### config.mk
export PLATFORM = sky130hd
export DESIGN_NAME = serializer_power_tristate_bist_ctrl
export DESIGN_NICKNAME = d
export VERILOG_FILES = /design/src/hdl/ser_ctrl_pkg.sv /design/src/hdl/ser_channel.sv /design/src/hdl/serializer_power_tristate_bist_ctrl.sv
export SDC_FILE = /design/constraint.sdc
export NUM_CORES = 1
export LEC_CHECK = 0
export CORE_ASPECT_RATIO = 0.5
export CORE_MARGIN = 5
export CORE_UTILIZATION = 55
export DETAILED_ROUTE_END_ITERATION = 16
export DONT_BUFFER_PORTS = 1
export HOLD_SLACK_MARGIN = 0.12
export PLACE_DENSITY = 0.69
export SLEW_MARGIN = 20
export SYNTH_ARGS = -nofsm -noshare
export SYNTH_HDL_FRONTEND = slang
export SYNTH_SLANG_ARGS = --single-unit
### constraint.sdc
create_clock -name aclk -period 3.7 [get_ports aclk]
set_input_delay 0.185 -clock aclk [delete_from_list [all_inputs] [get_ports aclk]]
set_output_delay 0.185 -clock aclk [all_outputs]
set_load 0.03 [all_outputs]
### src/hdl/ser_ctrl_pkg.sv
// Shared constants and types of the serializer control block.
package ser_ctrl_pkg;

  // ==========================================================
  // Geometry
  localparam int NUM_CH = 8;
  localparam int WORD_BITS = 10;
  localparam int FRAME_BITS = 12;

  // ==========================================================
  // Timing
  localparam int CLK_PERIOD_NS = 4;
  localparam logic [2:0] WORD_DIV_LAST = 3'h3;
  localparam logic [2:0] ALIGN_FRAMES = 3'h4;
  localparam int RECOVERY_NS = 100;
  localparam int RECOVERY_CYC_I =
    (RECOVERY_NS + CLK_PERIOD_NS - 1) / CLK_PERIOD_NS;
  localparam logic [5:0] RECOVERY_CYC = RECOVERY_CYC_I[5:0];
  localparam int RUNBIST_MS = 33;
  localparam int TX_CLK_MAX_MHZ = 66;
  localparam int RUNBIST_FRAMES_DEF = RUNBIST_MS * TX_CLK_MAX_MHZ * 1000;

  // ==========================================================
  // Patterns
  localparam logic [11:0] SYNC_FRAME = 12'hfc0;
  localparam logic [6:0] PRBS_SEED = 7'h7f;
  localparam logic [3:0] SEL_ALL = 4'h8;

  // ==========================================================
  // Register map
  localparam logic [7:0] REG_CONTROL = 8'h00;
  localparam logic [7:0] REG_STATUS = 8'h04;
  localparam logic [7:0] REG_FRAMES = 8'h08;
  localparam logic [31:0] CONTROL_RST = 32'h0000_0000;
  localparam int CTL_SW_ACT = 0;
  localparam int CTL_SEL_LSB = 4;
  localparam int ST_ACTIVE_LSB = 0;
  localparam int ST_BIST_LSB = 8;
  localparam int ST_PLL = 16;
  localparam int ST_RB_BUSY = 17;
  localparam int ST_RB_DONE = 18;
  localparam int ST_RX_PASS = 19;
  localparam int ST_RX_DONE = 20;
  localparam logic [1:0] RESP_OKAY = 2'h0;
  localparam logic [1:0] RESP_SLVERR = 2'h2;

  // ==========================================================
  // States
  typedef enum logic [1:0] {
    CH_OFF = 2'b00,
    CH_WAKE = 2'b01,
    CH_DATA = 2'b10,
    CH_SYNC = 2'b11
  } ch_mode_e;

  typedef enum logic [1:0] {
    RB_IDLE = 2'b00,
    RB_RUN = 2'b01,
    RB_DONE = 2'b10
  } rb_state_e;

endpackage

### src/hdl/ser_channel.sv
// One serializer channel: power, align, self-test and output enable.
`timescale 1ns/1ps
module ser_channel (
  // Clock and reset
  input wire logic aclk,
  input wire logic aresetn,
  // Controls
  input wire logic frame_tick,
  input wire logic pll_run,
  input wire logic chan_awake,
  input wire logic align_req,
  input wire logic drive_en,
  input wire logic bist_en,
  input wire logic bist_restart,
  input wire logic extest_en,
  input wire logic extest_bit,
  input wire logic [9:0] parallel_data,
  // Outputs
  output logic [11:0] frame_out,
  output logic oe,
  output logic active
);
  import ser_ctrl_pkg::*;

  typedef struct packed {
    ch_mode_e mode;
    logic [5:0] rec_cnt;
    logic [2:0] align_cnt;
    logic [6:0] prbs;
    logic [11:0] frame;
    logic oe;
  } ch_s;

  ch_s st_r;
  ch_s st_nxt;

  function automatic logic [16:0] prbs_step(input logic [6:0] s);
    logic [6:0] v;
    logic [9:0] w;
    v = s;
    w = 10'h000;
    for (int i = 0; i < 10; i++) begin
      w = {w[8:0], v[6]};
      v = {v[5:0], v[6] ^ v[5]};
    end
    return {w, v};
  endfunction

  logic [16:0] step;

  always_comb begin
    st_nxt = st_r;
    step = prbs_step(st_r.prbs);
    if (!pll_run || !chan_awake) begin
      st_nxt.mode = CH_OFF;
      st_nxt.align_cnt = 3'h0;
    end else begin
      case (st_r.mode)
        CH_OFF: begin
          st_nxt.mode = CH_WAKE;
          st_nxt.rec_cnt = RECOVERY_CYC - 6'h01;
        end
        CH_WAKE: begin
          if (st_r.rec_cnt == 6'h00) begin
            st_nxt.mode = CH_DATA;
          end else begin
            st_nxt.rec_cnt = st_r.rec_cnt - 6'h01;
          end
        end
        CH_DATA, CH_SYNC: begin
          if (frame_tick) begin
            if (!align_req) begin
              st_nxt.align_cnt = 3'h0;
              st_nxt.mode = CH_DATA;
            end else if (st_r.align_cnt + 3'h1 >= ALIGN_FRAMES) begin
              st_nxt.align_cnt = ALIGN_FRAMES;
              st_nxt.mode = CH_SYNC;
            end else begin
              st_nxt.align_cnt = st_r.align_cnt + 3'h1;
            end
          end
        end
        default: st_nxt.mode = CH_OFF;
      endcase
    end
    if (bist_restart) begin
      st_nxt.prbs = PRBS_SEED;
    end else if (frame_tick && bist_en) begin
      st_nxt.prbs = step[6:0];
    end
    if (frame_tick) begin
      if (extest_en) begin
        st_nxt.frame = {12{extest_bit}};
      end else if (st_r.mode == CH_SYNC) begin
        st_nxt.frame = SYNC_FRAME;
      end else if (bist_en) begin
        st_nxt.frame = {1'b1, step[16:7], 1'b0};
      end else begin
        st_nxt.frame = {1'b1, parallel_data, 1'b0};
      end
    end
    st_nxt.oe = drive_en && pll_run && chan_awake && (extest_en ||
      st_nxt.mode == CH_DATA || st_nxt.mode == CH_SYNC);
  end

  always_ff @(posedge aclk) begin
    if (!aresetn) begin
      st_r <= '{mode: CH_OFF, rec_cnt: 6'h00, align_cnt: 3'h0,
        prbs: PRBS_SEED, frame: 12'h000, oe: 1'b0};
    end else begin
      st_r <= st_nxt;
    end
  end

  assign frame_out = st_r.frame;
  assign oe = st_r.oe;
  assign active = st_r.oe && st_r.mode == CH_DATA && !extest_en;

  // ==========================================================
  // Checks
  property p_align_sync;
    @(posedge aclk) disable iff (!aresetn)
    frame_tick && align_req && pll_run && chan_awake &&
      st_r.mode == CH_DATA && st_r.align_cnt == 3'h3 |=>
      st_r.mode == CH_SYNC;
  endproperty
  a_align_sync: assert property (p_align_sync)
    else $error("Align request did not switch channel to sync.");

  property p_chan_sleep;
    @(posedge aclk) disable iff (!aresetn)
    !chan_awake |=> !oe && st_r.mode == CH_OFF;
  endproperty
  a_chan_sleep: assert property (p_chan_sleep)
    else $error("Sleeping channel still drives its output.");

  property p_recovery;
    @(posedge aclk) disable iff (!aresetn)
    st_r.mode == CH_WAKE && st_r.rec_cnt == 6'h00 && pll_run &&
      chan_awake |=> st_r.mode == CH_DATA;
  endproperty
  a_recovery: assert property (p_recovery)
    else $error("Channel did not resume after recovery delay.");

  property p_sync_frame;
    @(posedge aclk) disable iff (!aresetn)
    frame_tick && st_r.mode == CH_SYNC && !extest_en |=>
      frame_out == SYNC_FRAME;
  endproperty
  a_sync_frame: assert property (p_sync_frame)
    else $error("Sync frame content wrong.");

  property p_prbs_restart;
    @(posedge aclk) disable iff (!aresetn)
    bist_restart |=> st_r.prbs == PRBS_SEED;
  endproperty
  a_prbs_restart: assert property (p_prbs_restart)
    else $error("Pattern generator did not restart at seed.");

endmodule

### src/hdl/serializer_power_tristate_bist_ctrl.sv
// Control logic of an eight-channel serializer with self-test.
//
// What this block does
// - Once a channel's align request has been high four frames, it sends sync patterns.
// - Master sleep low stops the PLL and floats every output.
// - Channel sleep floats only that channel; PLL and others keep running.
// - Waking channel resumes after a short fixed delay; no new init.
// - Output drive enable low floats all eight outputs, whatever else.
// - Drive enable back high resumes the prior state unchanged.
// - Each channel can send internal pseudo-random bits instead of data.
// - Activate high with select 0 to 7 tests that one channel.
// - Activate high with select 8 tests all channels together.
// - Select 9 to 15 runs no self-test on any channel.
// - Boundary scan drives static output levels for connectivity checks.
// - Scan-started self-test runs about 33 ms of 66 MHz frames.
// - Receiver reports pass/fail and complete; pass means BER below 1e-7.
// - Pattern starts when the scan port idles with self-test loaded.
// - Output drives only with enable and both sleeps high; align high still drives.
// - Align request held four frames replaces data with sync pulses.
// - Sync pattern is six ones then six zeros at frame rate.
`timescale 1ns/1ps
module serializer_power_tristate_bist_ctrl #(
  parameter int RUNBIST_FRAMES = ser_ctrl_pkg::RUNBIST_FRAMES_DEF
) (
  // Clock and reset
  input wire logic aclk,
  input wire logic aresetn,
  // AXI4-Lite write address and data
  input wire logic awvalid,
  output logic awready,
  input wire logic [7:0] awaddr,
  input wire logic [2:0] awprot,
  input wire logic wvalid,
  output logic wready,
  input wire logic [31:0] wdata,
  input wire logic [3:0] wstrb,
  // AXI4-Lite write response
  output logic bvalid,
  input wire logic bready,
  output logic [1:0] bresp,
  // AXI4-Lite read
  input wire logic arvalid,
  output logic arready,
  input wire logic [7:0] araddr,
  input wire logic [2:0] arprot,
  output logic rvalid,
  input wire logic rready,
  output logic [31:0] rdata,
  output logic [1:0] rresp,
  // Power and output control pins
  input wire logic master_sleep_n,
  input wire logic [7:0] channel_sleep_n,
  input wire logic output_drive_enable,
  input wire logic [7:0] link_align_request,
  input wire logic [79:0] parallel_data_in,
  // Self-test pins
  input wire logic selftest_activate,
  input wire logic [3:0] selftest_channel_select,
  // Boundary-scan controls
  input wire logic runbist_loaded,
  input wire logic tap_run_test_idle,
  input wire logic extest_active,
  input wire logic [7:0] extest_data,
  // Remote receiver self-test status
  input wire logic remote_bist_pass,
  input wire logic remote_bist_done,
  // Serial side
  output logic [95:0] serial_frame,
  output logic [7:0] serial_out_oe,
  output logic pll_run
);
  import ser_ctrl_pkg::*;

  localparam int SYNC_W = 116;
  localparam logic [21:0] RB_LAST = 22'(RUNBIST_FRAMES - 1);

  // ==========================================================
  // State
  typedef struct packed {
    logic [SYNC_W-1:0] pin_s1;
    logic [SYNC_W-1:0] pin_s2;
    logic [2:0] div_cnt;
    logic tick;
    rb_state_e rb_state;
    logic [21:0] rb_cnt;
    logic bist_any;
    logic [31:0] control;
    logic aw_held;
    logic [7:0] aw_addr;
    logic w_held;
    logic [31:0] w_data;
    logic [3:0] w_strb;
    logic bvalid;
    logic [1:0] bresp;
    logic rvalid;
    logic [31:0] rdata;
    logic [1:0] rresp;
  } top_s;

  top_s st_r;
  top_s st_nxt;

  // ==========================================================
  // Synchronised pins
  logic ms_n;
  logic drv_en;
  logic pin_act;
  logic [3:0] pin_sel;
  logic [7:0] ch_sleep_n;
  logic [7:0] align_req;
  logic rb_loaded;
  logic tap_rti;
  logic ext_en;
  logic [7:0] ext_bit;
  logic rx_pass;
  logic rx_done;
  logic [79:0] pdata;

  assign {ms_n, drv_en, pin_act, pin_sel, ch_sleep_n, align_req, rb_loaded,
    tap_rti, ext_en, ext_bit, rx_pass, rx_done, pdata} = st_r.pin_s2;

  // ==========================================================
  // Self-test selection
  logic act;
  logic [3:0] sel;
  logic rb_run;
  logic [7:0] bist_vec;
  logic bist_restart;
  logic [7:0] ch_active;

  always_comb begin
    act = pin_act || st_r.control[CTL_SW_ACT];
    sel = st_r.control[CTL_SW_ACT] ?
      st_r.control[CTL_SEL_LSB +: 4] : pin_sel;
    rb_run = st_r.rb_state == RB_RUN;
    bist_vec = 8'h00;
    if (rb_run) begin
      bist_vec = 8'hff;
    end else if (act && sel == SEL_ALL) begin
      bist_vec = 8'hff;
    end else if (act && !sel[3]) begin
      bist_vec[sel[2:0]] = 1'b1;
    end
  end

  assign bist_restart = (|bist_vec) && !st_r.bist_any;

  // ==========================================================
  // Channels
  for (genvar c = 0; c < NUM_CH; c++) begin : g_ch
    ser_channel u_ch (
      .aclk(aclk),
      .aresetn(aresetn),
      .frame_tick(st_r.tick),
      .pll_run(ms_n),
      .chan_awake(ch_sleep_n[c]),
      .align_req(align_req[c]),
      .drive_en(drv_en),
      .bist_en(bist_vec[c]),
      .bist_restart(bist_restart),
      .extest_en(ext_en),
      .extest_bit(ext_bit[c]),
      .parallel_data(pdata[c*WORD_BITS +: WORD_BITS]),
      .frame_out(serial_frame[c*FRAME_BITS +: FRAME_BITS]),
      .oe(serial_out_oe[c]),
      .active(ch_active[c])
    );
  end

  // PLL runs only while the master sleep pin is high.
  assign pll_run = ms_n;

  // ==========================================================
  // Next state
  logic aw_hs;
  logic w_hs;
  logic ar_hs;
  logic [31:0] wmask;
  logic [31:0] status;

  assign awready = !st_r.aw_held && !st_r.bvalid;
  assign wready = !st_r.w_held && !st_r.bvalid;
  assign arready = !st_r.rvalid;
  assign aw_hs = awvalid && awready;
  assign w_hs = wvalid && wready;
  assign ar_hs = arvalid && arready;

  always_comb begin
    st_nxt = st_r;
    wmask = 32'h0000_0000;
    status = 32'h0000_0000;
    st_nxt.pin_s1 = {master_sleep_n, output_drive_enable, selftest_activate,
      selftest_channel_select, channel_sleep_n, link_align_request,
      runbist_loaded, tap_run_test_idle, extest_active, extest_data,
      remote_bist_pass, remote_bist_done, parallel_data_in};
    st_nxt.pin_s2 = st_r.pin_s1;
    st_nxt.bist_any = |bist_vec;
    // Frame-rate enable standing in for the transmit clock.
    st_nxt.tick = st_r.div_cnt == WORD_DIV_LAST;
    st_nxt.div_cnt = st_nxt.tick ? 3'h0 : st_r.div_cnt + 3'h1;
    case (st_r.rb_state)
      RB_IDLE: begin
        if (rb_loaded && tap_rti) begin
          st_nxt.rb_state = RB_RUN;
          st_nxt.rb_cnt = 22'h000000;
        end
      end
      RB_RUN: begin
        if (st_r.tick) begin
          if (st_r.rb_cnt == RB_LAST) begin
            st_nxt.rb_state = RB_DONE;
          end else begin
            st_nxt.rb_cnt = st_r.rb_cnt + 22'h000001;
          end
        end
      end
      RB_DONE: begin
        if (!rb_loaded) begin
          st_nxt.rb_state = RB_IDLE;
        end
      end
      default: st_nxt.rb_state = RB_IDLE;
    endcase
    // Write channel.
    if (aw_hs) begin
      st_nxt.aw_held = 1'b1;
      st_nxt.aw_addr = awaddr;
    end
    if (w_hs) begin
      st_nxt.w_held = 1'b1;
      st_nxt.w_data = wdata;
      st_nxt.w_strb = wstrb;
    end
    if (st_r.aw_held && st_r.w_held) begin
      st_nxt.aw_held = 1'b0;
      st_nxt.w_held = 1'b0;
      st_nxt.bvalid = 1'b1;
      st_nxt.bresp = RESP_OKAY;
      for (int b = 0; b < 4; b++) begin
        wmask[b*8 +: 8] = {8{st_r.w_strb[b]}};
      end
      if (st_r.aw_addr == REG_CONTROL) begin
        st_nxt.control = (st_r.control & ~wmask) | (st_r.w_data & wmask);
      end else if (st_r.aw_addr != REG_STATUS &&
        st_r.aw_addr != REG_FRAMES) begin
        st_nxt.bresp = RESP_SLVERR;
      end
    end else if (st_r.bvalid && bready) begin
      st_nxt.bvalid = 1'b0;
    end
    // Read channel.
    status[ST_ACTIVE_LSB +: 8] = ch_active;
    status[ST_BIST_LSB +: 8] = bist_vec;
    status[ST_PLL] = ms_n;
    status[ST_RB_BUSY] = rb_run;
    status[ST_RB_DONE] = st_r.rb_state == RB_DONE;
    status[ST_RX_PASS] = rx_pass;
    status[ST_RX_DONE] = rx_done;
    if (ar_hs) begin
      st_nxt.rvalid = 1'b1;
      st_nxt.rresp = RESP_OKAY;
      case (araddr)
        REG_CONTROL: st_nxt.rdata = st_r.control;
        REG_STATUS: st_nxt.rdata = status;
        REG_FRAMES: st_nxt.rdata = {10'h000, st_r.rb_cnt};
        default: begin
          st_nxt.rdata = 32'h0000_0000;
          st_nxt.rresp = RESP_SLVERR;
        end
      endcase
    end else if (st_r.rvalid && rready) begin
      st_nxt.rvalid = 1'b0;
    end
  end

  always_ff @(posedge aclk) begin
    if (!aresetn) begin
      st_r <= '{pin_s1: '0, pin_s2: '0, div_cnt: 3'h0, tick: 1'b0,
        rb_state: RB_IDLE, rb_cnt: 22'h000000, bist_any: 1'b0,
        control: CONTROL_RST, aw_held: 1'b0, aw_addr: 8'h00,
        w_held: 1'b0, w_data: 32'h0000_0000, w_strb: 4'h0,
        bvalid: 1'b0, bresp: RESP_OKAY, rvalid: 1'b0,
        rdata: 32'h0000_0000, rresp: RESP_OKAY};
    end else begin
      st_r <= st_nxt;
    end
  end

  assign bvalid = st_r.bvalid;
  assign bresp = st_r.bresp;
  assign rvalid = st_r.rvalid;
  assign rdata = st_r.rdata;
  assign rresp = st_r.rresp;

  // ==========================================================
  // Checks
  property p_drive_off;
    @(posedge aclk) disable iff (!aresetn)
    !drv_en |=> serial_out_oe == 8'h00;
  endproperty
  a_drive_off: assert property (p_drive_off)
    else $error("Outputs driven while drive enable is low.");

  property p_master_sleep;
    @(posedge aclk) disable iff (!aresetn)
    !ms_n |-> !pll_run ##1 serial_out_oe == 8'h00;
  endproperty
  a_master_sleep: assert property (p_master_sleep)
    else $error("Master sleep did not stop PLL and float outputs.");

  property p_sel_one;
    @(posedge aclk) disable iff (!aresetn)
    act && !sel[3] && !rb_run |-> bist_vec == (8'h01 << sel[2:0]);
  endproperty
  a_sel_one: assert property (p_sel_one)
    else $error("Single-channel self-test decode wrong.");

  property p_sel_all;
    @(posedge aclk) disable iff (!aresetn)
    act && sel == SEL_ALL |-> bist_vec == 8'hff;
  endproperty
  a_sel_all: assert property (p_sel_all)
    else $error("All-channel self-test not enabled.");

  property p_sel_none;
    @(posedge aclk) disable iff (!aresetn)
    act && sel > SEL_ALL && !rb_run |-> bist_vec == 8'h00;
  endproperty
  a_sel_none: assert property (p_sel_none)
    else $error("Self-test ran for a reserved select value.");

  property p_inactive;
    @(posedge aclk) disable iff (!aresetn)
    !act && !rb_run |-> bist_vec == 8'h00;
  endproperty
  a_inactive: assert property (p_inactive)
    else $error("Self-test ran while not activated.");

  property p_rb_start;
    @(posedge aclk) disable iff (!aresetn)
    st_r.rb_state == RB_IDLE && rb_loaded && tap_rti |=>
      rb_run ##1 bist_vec == 8'hff;
  endproperty
  a_rb_start: assert property (p_rb_start)
    else $error("Scan self-test did not start from idle.");

  property p_rb_end;
    @(posedge aclk) disable iff (!aresetn)
    rb_run && st_r.tick && st_r.rb_cnt == RB_LAST |=>
      st_r.rb_state == RB_DONE;
  endproperty
  a_rb_end: assert property (p_rb_end)
    else $error("Scan self-test did not end after its frame count.");

endmodule

Word level (Yosys, flattened, before mapping)

Cells that the tools add are included.

$add $sub $neg: 18
Multipliers: 0
Divide/modulo/power cells: 0
Magnitude comparators: 10
Equality and inequality tests: 62
Shifts and indexed selects: 0
Muxes and demuxes: 125
Bitwise logic cells: 93
Reductions and logical operators: 166

Operators by type and width:

| operator                                         | number |
|---|---|
| 2-to-1 mux 12 bit                                | 16 |
| case mux 32 bit (3 select lines)                 | 1 |
| case mux 6 bit (2 select lines)                  | 8 |
| 2-to-1 mux 2 bit                                 | 45 |
| 2-to-1 mux 11 bit                                | 8 |
| bitwise XOR 1 bit                                | 80 |
| equality test 2 bit, second input constant       | 33 |
| bitwise AND 32 bit                               | 2 |
| logical AND 1 bit                                | 55 |
| case mux 2 bit (3 select lines)                  | 9 |
| zero test 6 bit                                  | 8 |
| 2-to-1 mux 24 bit                                | 2 |
| 2-to-1 mux 3 bit                                 | 16 |
| 2-to-1 mux 6 bit                                 | 8 |
| subtractor 6 x 1 -> 6 bit, second input constant | 8 |
| case mux 22 bit (2 select lines)                 | 1 |
| OR reduction 2 bit                               | 19 |
| inverter 32 bit                                  | 1 |
| OR 32 bit                                        | 1 |
| adder 3 x 1 -> 3 bit, second input constant      | 9 |
| logical OR 1 bit                                 | 25 |
| >= comparator 3 bit, second input constant       | 8 |
| 2-to-1 mux 8 bit                                 | 3 |
| inequality test 2 bit, second input constant     | 12 |
| other kinds (26)                                 | 96 |

Flip-flop bits (word level): 625
Bits in latches: 0
RAM bits: 0
ROM bits: 0
Output and inout bits: 146
Logic and storage cells: 540
Memories kept: 0

Logic depth before layout (Yosys ltp)

Gate-level depths: netlist (run 1).

Depth in word-level cells: 11
Mapped depth: 9
Gate-level depth less buffers: 7

Modules after synthesis

Synthesis (run 1) repeated with hierarchy kept, for this count alone.

Cells, all modules: 2845
Area total of the unflattened synthesis: 26395.3 µm²

Modules (own cells, without submodules):

| module                              | times used | cells an instance | area each (µm²) | seq. area each (µm²) |
|---|---|---|---|---|
| ser_channel                         | 8          | 197               | 1739.2          | 620.6 |
| serializer_power_tristate_bist_ctrl | 1          | 1269              | 12482.0         | 7507.2 |

Worst setup path before layout (run 1)

OpenSTA, ideal clock, no wires.

Kind: register -> register
Start point: register st_r (netlist bit pll_run)
End point: register g_ch[0].u_ch.st_r[23] (netlist bit)
Data arrival time: 1.962 ns
Slack: 1.673 ns
Stages on the path, launching flop included: 7
Cells stage by stage: dfxtp_1 -> clkbuf_1 -> nand2_1 -> a311oi_1 -> nand2_1 -> mux2_1 -> nor2_1

Word-level cells in the longest chain between the ends: 4

RTL lines:

| item                                 | RTL line                                   | RTL |
|---|---|---|
| start: declaration                   | serializer_power_tristate_bist_ctrl.sv:100 | `top_s st_r;` |
| start signal: assignment             | serializer_power_tristate_bist_ctrl.sv:278 | `st_r <= '{pin_s1: '0, pin_s2: '0, div_cnt: 3'h0, tick: 1'b0,` |
| start signal: assignment             | serializer_power_tristate_bist_ctrl.sv:285 | `st_r <= st_nxt;` |
| zero test 1 bit                      | ser_channel.sv:54                          | `if (!pll_run \|\| !chan_awake) begin` |
| logical OR 1 bit                     | ser_channel.sv:54                          |  |
| inverter 1 bit (no source line)      | -                                          |  |
| AND reduction 3 bit (no source line) | -                                          |  |
| end signal: assignment               | ser_channel.sv:108                         | `st_r <= '{mode: CH_OFF, rec_cnt: 6'h00, align_cnt: 3'h0,` |
| end signal: assignment               | ser_channel.sv:111                         | `st_r <= st_nxt;` |
| end: declaration                     | ser_channel.sv:34                          | `ch_s st_r;` |

No other way between the ends.
A chain may end at the register's enable or synchronous reset.

Worst setup path in the final report (run 1)

Start point: register st_r[140] (netlist bit)
End point: register g_ch[6].u_ch.st_r[16] (netlist bit)

Word-level cells in the longest chain between the ends: 5
Elaborated cells between the ends (all ways): 6
Classes of those cells: 1 x eq/ne; 1 x mux; 4 x reduce/logical

RTL lines:

| item                                | RTL line                                   | RTL |
|---|---|---|
| equality test 2 x 1 -> 1 bit (*)    | serializer_power_tristate_bist_ctrl.sv:135 | `rb_run = st_r.rb_state == RB_RUN;` |
| 2-to-1 mux 8 bit (*)                | serializer_power_tristate_bist_ctrl.sv:137 | `if (rb_run) begin` |
| OR reduction 8 bit                  | serializer_power_tristate_bist_ctrl.sv:146 | `assign bist_restart = (\|bist_vec) && !st_r.bist_any;` |
| logical AND 1 bit                   | serializer_power_tristate_bist_ctrl.sv:146 |  |
| OR reduction 2 bit (no source line) | -                                          |  |
| end signal: assignment              | ser_channel.sv:108                         |  |
| end signal: assignment              | ser_channel.sv:111                         |  |
| end: declaration                    | ser_channel.sv:34                          |  |

Mark *: on every way between the ends. The rest lies on a longest branch, timed or not.

==> out/qor.csv, run 1 <==
stage,metric,value,unit
route,wl_met3,3970,um
clocking,cts_root_buffer,clkbuf_16,
floorplan,die_h,163,um
status,status,"complete, no violations",
synth,async_reset_ff_frac,0,
floorplan,row_count,56,
pwr,power_density,460,nW/um2
floorplan,die_area,51400,um2
pwr,total_power,13900,uW
global_routing,track_usage,0.257,
sta,worstMarginPinSlew,1.15,ns
sta,setup_viol,0,
global_routing,grt_overflow_total,0,
clocking,cts.clk_slew.worst_paths,0.07,ns
synth,avgSynthCellArea,8.72,um2
synth,synth_cell_types,79,
cells_and_area,nets,3231,
cells_and_area,area_delta_synth_final,17.5,%
synth,synthesis.area,25700,um2
worst_setup_path,cp_max_fo,42,
floorplan,ios,327,
route,avgViaCountPerCell,5.69,
sta,setup_tns,0,ns
pwr,vdd_drop_max,0.355,mV
global_routing,grt_max_degree,283,
global_routing,grt_antenna_before_repair,3,
worst_hold_path,hold_class,in -> reg,
worst_setup_path,cpPeakStageDelay,0.59,ns
route,antenna_left,0,
worst_setup_path,critPathTopFamily,buffers and inverters,
sta,clock.fmax,293,MHz
global_routing,grt_pass1_vias,19800,
synth,synth_warnings,0,
worst_setup_path,critPathLaunchType,register,
synth,yosysTopAreaCell,dfxtp_1,
clocking,cts-htree-levels,2,
route,drt-total-wl,69100,um
route,routed.top_layer,met4,
worst_setup_path,critPathSlowestCell,dlygate4sd3_1,
clocking,numCtsBuffers,53,
sta,slew_viol_final,0,
route,wl_per_cell,18.6,um
pwr,power.static_leakage,0.0109,uW
synth,yosys-top-cells-count,"dfxtp_1 (623), nand2_1 (359), and2_1 (238)",
route,wl_met1,29900,um
worst_setup_path,crit_buf_inv,4,
synth,synthTopCellsByArea,"dfxtp_1 (49%), and2_1 (5.8%), nand2_1 (5.2%)",
sta,post-route-min-period,3.42,ns
cells_and_area,final_layout_size_suffix_gt1_frac,0.0612,
route,wl_met2,33100,um
global_routing,grt_pass1_wl,108000,um
worst_setup_path,criticalPathCategory,reg -> reg,
worst_setup_path,end_kind,register,
route,drt_pre_antenna_iters,5,
synth,post-synth-top-count-cell,dfxtp_1,
cells_and_area,post_layout_nonfiller_instances,3716,
sta,rsz0062_at_grt,false,
worst_setup_path,crit_required,4.18,ns
floorplan,initial_core_util,0.552,
route,route.detailed.drc,0,
route,vias,21100,
worst_setup_path,arrival,3.90,ns
cells_and_area,utilization,0.649,
synth,synthesis.instances,2947,
placed_design,gp_congestion,0.837,
sta,finalHoldViolCount,0,
sta,min_period_over_period,0.924,
synth,synth_edf_count,0,
clocking,clock_path_buffers,3,
clocking,cts_setup_buffers,0,
route,drtIter0Drc,1838,
floorplan,chipWidth,316,um
worst_setup_path,path_cells,nor2b_1 -> buf_4 -> nor3_4 -> o32ai_2 -> buf_4 -> o21bai_4 -> buf_12 -> o2111ai_1 -> dlygate4sd3_1,
synth,synth_top_area_share,0.485,
synth,synth_seq_cells,623,
sta,relSlewSlack,0.236,
floorplan,core,46500,um2
clocking,cts_tree,yes,
sta,clock_skew,0.0161,ns
synth,ys.flop_type,dfxtp_1,
placed_design,port_buffers,0,
placed_design,post-place-cells,3289,
clocking,clkLatencyLatePin,0.60,ns
worst_setup_path,path_common_cell,buf_4,
synth,seq_area_frac_synth,0.485,
clocking,clkSinkCount,623,
placed_design,hpwl,41200,um
flow_run,max_cap_viol_count,0,
worst reg2reg max path, stage by stage, from the launching register on:
cell and delay (ns):
dfxtp_1 0.49, nor2b_1 0.18, buf_4 0.25, nor3_4 0.51, o32ai_2 0.16, buf_4 0.23
o21bai_4 0.41, buf_12 0.30, o2111ai_1 0.17, dlygate4sd3_1 0.59
state kept, by name (all words and copies together) (netlist names), 4 cells and up, named ones only:
signal               cells
align_req                8
ext_bit                  8
g_ch.u_ch.oe             8
st_nxt                 116
st_r                    76
ch_sleep_n               8
pdata                   80
g_ch.u_ch.frame_out     96
pin_sel                  4
g_ch.u_ch.st_r         144
rdata                   32
cells in the final DEF (no fill, tap or decap), types with 8 or more instances in the layout:
master and instances:
a211oi_1 12, a21boi_0 9, a21oi_1 202, a221oi_1 8, a22oi_1 19, a311o_1 10
a311oi_1 8, a31oi_1 72, and2_1 238, buf_4 32, clkbuf_16 55, clkbuf_8 11
clkinv_2 10, dfxtp_1 620, dlygate4sd3_1 323, ha_1 19, inv_1 39, mux2i_1 8
nand2_1 359, nand2b_1 11, nand3_1 125, nand3b_1 10, nand4_1 14, nor2_1 199
nor2b_1 73, nor3_1 41, nor3b_1 12, o2111ai_1 56, o21a_1 23, o21ai_0 159
o21ai_1 13, o31ai_1 9, or3_1 21, or4_1 11, xnor2_1 58, xor2_1 37
routing by layer:
layer	vias to the layer above	track usage
li1	10200	-
met5	-	0
met2	675	0.433
met4	0	0.0820
met1	10100	0.337
met3	155	0.0468
report_power, final:
part | internal, uW | leakage [uW] | switching (uW)
logic | 406 | 0.00488 | 441
registers | 6880 | 0.00508 | 132
clock network | 3440 | 0.000924 | 2590
total | 10700 | 0.0109 | 3160
worst paths after layout:
path              slack, ns  cells after the start      start                     to
setup reg to reg       0.28                      9  st_r[140]  g_ch[6].u_ch.st_r[16]
hold / removal         0.17                      5  araddr[3]              rdata[16]
setup / recovery       0.28                      9  st_r[140]  g_ch[6].u_ch.st_r[16]
hold reg to reg        0.42                      1  st_r[142]              st_r[142]
logic make-up (layout without fill, tap and decap cells):
| kind of cell | count (synthesis) | after routing | share of synthesized area |
|---|---|---|---|
| other cells | 1 | 6 | 0.000146 |
| xor+xnor | 95 | 95 | 0.0324 |
| buf+inv | 372 | 498 | 0.0779 |
| mux | 17 | 17 | 0.00706 |
| compound gates | 669 | 669 | 0.164 |
| simple gates | 1151 | 1151 | 0.224 |
| flops | 623 | 623 | 0.485 |
| fa+ha+maj | 19 | 19 | 0.00925 |
area by class of cell:
type,instances,area (um2)
Clock buffer,71,1550
Timing Repair Buffer,359,3550
Antenna cell,4,10.0
Sequential cell,623,12500
Fill cell,3746,16300
Inverter,41,159
Tap cell,638,798
Multi-Input combinational cell,1953,11300
Clock inverter,27,339
stage by stage:
stage,cell area [um2],setup WS [ns],hold slack (ns)
after global placement,25000,0.813,0.313
after detailed placement,25000,0.723,0.311
final,30200,0.282,0.173
after CTS,30200,0.181,0.130
after floorplan,25700,1.67,0.312
after global routing,30200,0.106,0.174
timing repair:
item,in CTS,in global routing
hold endpoints to repair,574,0
gates resized for setup,0,5
setup endpoints to repair,0,11
hold buffers,325,0
(Power assumes the default switching activity.)
==> inputs of run 2 (changes only) <==
--- a/config.mk
+++ b/config.mk
@@ -5,13 +5,15 @@
 export SDC_FILE = /design/constraint.sdc
 export NUM_CORES = 1
 export LEC_CHECK = 0
+export CELL_PAD_IN_SITES_DETAIL_PLACEMENT = 0
+export CELL_PAD_IN_SITES_GLOBAL_PLACEMENT = 1
 export CORE_ASPECT_RATIO = 0.5
 export CORE_MARGIN = 5
-export CORE_UTILIZATION = 55
+export CORE_UTILIZATION = 52
 export DETAILED_ROUTE_END_ITERATION = 16
 export DONT_BUFFER_PORTS = 1
 export HOLD_SLACK_MARGIN = 0.12
-export PLACE_DENSITY = 0.69
+export PLACE_DENSITY = 0.84
 export SLEW_MARGIN = 20
 export SYNTH_ARGS = -nofsm -noshare
 export SYNTH_HDL_FRONTEND = slang
==> run 2 against run 1 <==
Against the previous run:
- via count fell by 0.60%
- sequential power barely moved
- worst hold slack lost 0.0060 ns
- global-route usage fell by 0.42 points
- power is 1.9% higher
- critical endpoint is now g_ch[2].u_ch.st_r[17]
==> out/qor.csv, run 2 (synthesis gave the netlist of run 1 again) <==
stage,metric,value,unit,change
status,status,"complete, no violations",,unchanged
sta,clock.fmax,292,MHz,was 293 MHz
floorplan,initial_core_util,0.528,,was 0.552
floorplan,ios,327,,unchanged
pwr,vdd_drop_max,0.379,mV,was 0.355 mV
pwr,power_density,465,nW/um2,was 460 nW/um2
clocking,numCtsBuffers,54,,was 53
cells_and_area,nets,3256,,was 3231
clocking,cts.clk_slew.worst_paths,0.07,ns,about the same
clocking,clkLatencyLatePin,0.60,ns,about the same
route,drt_pre_antenna_iters,5,,unchanged
floorplan,chipWidth,324,um,was 316 um
sta,setup_viol,0,,unchanged
sta,relSlewSlack,0.255,,was 0.236
sta,setup_tns,0,ns,unchanged
route,drtIter0Drc,1816,,was 1838
cells_and_area,final_common_cell,dfxtp_1,,unchanged
sta,slew_viol_final,0,,unchanged
worst_hold_path,hold_class,in -> reg,,unchanged
placed_design,hpwl,43300,um,was 41200 um
clocking,cts-htree-levels,2,,unchanged
worst_setup_path,arrival,3.91,ns,was 3.90 ns
cells_and_area,area_delta_synth_final,18.6,%,was 17.5%
cells_and_area,top_register,g_ch.u_ch.st_r,,unchanged
route,wl_per_cell,19.0,um,was 18.6 um
worst_setup_path,end_kind,register,,unchanged
route,route.detailed.drc,0,,unchanged
global_routing,grt_pass1_wl,113000,um,was 108000 um
worst_setup_path,reg2regPathDepth,8,,was 9
sta,worstMarginPinSlew,1.11,ns,was 1.15 ns
global_routing,grt_pass1_vias,20300,,was 19800
sta,clock_skew,0.0217,ns,was 0.0161 ns
clocking,clkSinkCount,623,,unchanged
route,antenna_left,0,,unchanged
cells_and_area,final_layout_size_suffix_gt1_frac,0.0632,,was 0.0612
global_routing,grt_antenna_before_repair,1,,was 3
worst_setup_path,criticalPathCategory,reg -> reg,,unchanged
floorplan,row_count,57,,was 56
flow_run,max_cap_viol_count,0,,unchanged
sta,finalHoldViolCount,0,,unchanged
route,drt-total-wl,71300,um,was 69100 um
sta,min_period_over_period,0.926,,was 0.924
route,avgViaCountPerCell,5.60,,was 5.69
clocking,cts_root_buffer,clkbuf_16,,unchanged
pwr,total_power,14200,uW,was 13900 uW
clocking,clock_path_buffers,3,,unchanged
global_routing,grt_max_degree,283,,unchanged
sta,post-route-min-period,3.43,ns,was 3.42 ns
worst_setup_path,endpoint,g_ch[2].u_ch.st_r[17],,was g_ch[6].u_ch.st_r[16]
cells_and_area,mostFrequentLayoutCells,"dfxtp_1 (621), nand2_1 (359), dlygate4sd3_1 (341)",,"was dfxtp_1 (620), nand2_1 (359), dlygate4sd3_1 (323)"
worst_hold_path,hold_depth,4,,was 5
cells_and_area,largest_reg_flops,144,,unchanged
worst_setup_path,ff2ff_setup_slack,0.27,ns,was 0.28 ns
clocking,cts_resized,0,,unchanged
pwr,power.static_leakage,0.0110,uW,was 0.0109 uW
clocking,cts_tree,yes,,unchanged
sta,rsz0062_at_grt,false,,unchanged
worst_setup_path,r2r-end,g_ch[2].u_ch.st_r[17],,was g_ch[6].u_ch.st_r[16]
global_routing,grt_overflow_total,0,,unchanged
floorplan,core,48700,um2,was 46500 um2
global_routing,track_usage,0.252,,was 0.257
placed_design,gp_congestion,0.836,,was 0.837
route,vias,21000,,was 21100
worst_setup_path,crit_required,4.18,ns,about the same
floorplan,die_h,167,um,was 163 um
worst_setup_path,cp_max_fo,42,,unchanged
placed_design,port_buffers,0,,unchanged
floorplan,die_area,54200,um2,was 51400 um2
worst_setup_path,critPathLaunchType,register,,unchanged
[run 2: cell types whose count changed in the layout (fill, tap and decap cells not counted), sizes merged]
cell / change
dlygate4sd3: +18
buf: +6
inv: -4
clkinv: +3
clkinvlp: +3
bufinv: +1
clkbuf: -1
diode: -1
[run 2: where the power goes]
part | internal [uW] | switching, uW | total, uW
logic | 425 | 448 | 873
clock network | 3610 | 2660 | 6270
registers | 6880 | 130 | 7010
[run 2: routing by layer]
metal,up-vias,GRT usage,wire (um)
met5,-,0,0
met1,10100,0.334,31400
met2,570,0.432,34000
met3,119,0.0435,4090
met4,0,0.0665,1810
li1,10200,-,-
[run 2: per-stage QoR]
stage | utilization | hold slack, ns | cell area (um2) | instances | setup slack [ns]
2_1_floorplan | - | 0.312 | 25700 | 2948 | 1.67
3_3_place_gp | 0.514 | 0.296 | 25000 | 3307 | 0.690
3_5_place_dp | 0.514 | 0.296 | 25000 | 3307 | 0.696
4_1_cts | 0.625 | 0.129 | 30500 | 3749 | 0.381
5_1_grt | 0.625 | 0.152 | 30500 | 3750 | 0.131
6_report | 0.625 | 0.167 | 30500 | 3752 | 0.274
[run 2: timing repair]
item,in CTS,in global routing
hold buffers,342,0
buffers inserted,0,0
hold endpoints to repair,566,0
[run 2: worst min path at each step]
stage	slack, ns	startpoint	end
2_1_floorplan	0.31	parallel_data_in[0]	st_nxt[145]
3_3_place_gp	0.30	aresetn	g_ch[0].u_ch.st_r[13]
3_5_place_dp	0.30	aresetn	g_ch[0].u_ch.st_r[15]
4_1_cts	0.13	aresetn	g_ch[1].u_ch.frame_out[5]
5_1_grt	0.15	aresetn	g_ch[1].u_ch.frame_out[5]
6_report	0.17	araddr[5]	rdata[13]
[run 2: cell type report]
class / instances / area [um2]
well taps: 649 / 812
diodes: 3 / 7.51
multi-input cells: 1953 / 11300
flip-flops and latches: 623 / 12500
inverters: 41 / 159
repair buffers: 383 / 3760
clock buffers: 70 / 1600
clock inverters: 30 / 382
fillers: 4068 / 18200
[run 2: critical path: stages, from the launching register on]
cell and delay, ns:
dfxtp_1 0.53, nor2_1 0.15, a211oi_2 0.79, o32ai_2 0.14, buf_4 0.23, o21bai_4 0.43
buf_12 0.30, o2111ai_1 0.14, dlygate4sd3_1 0.58
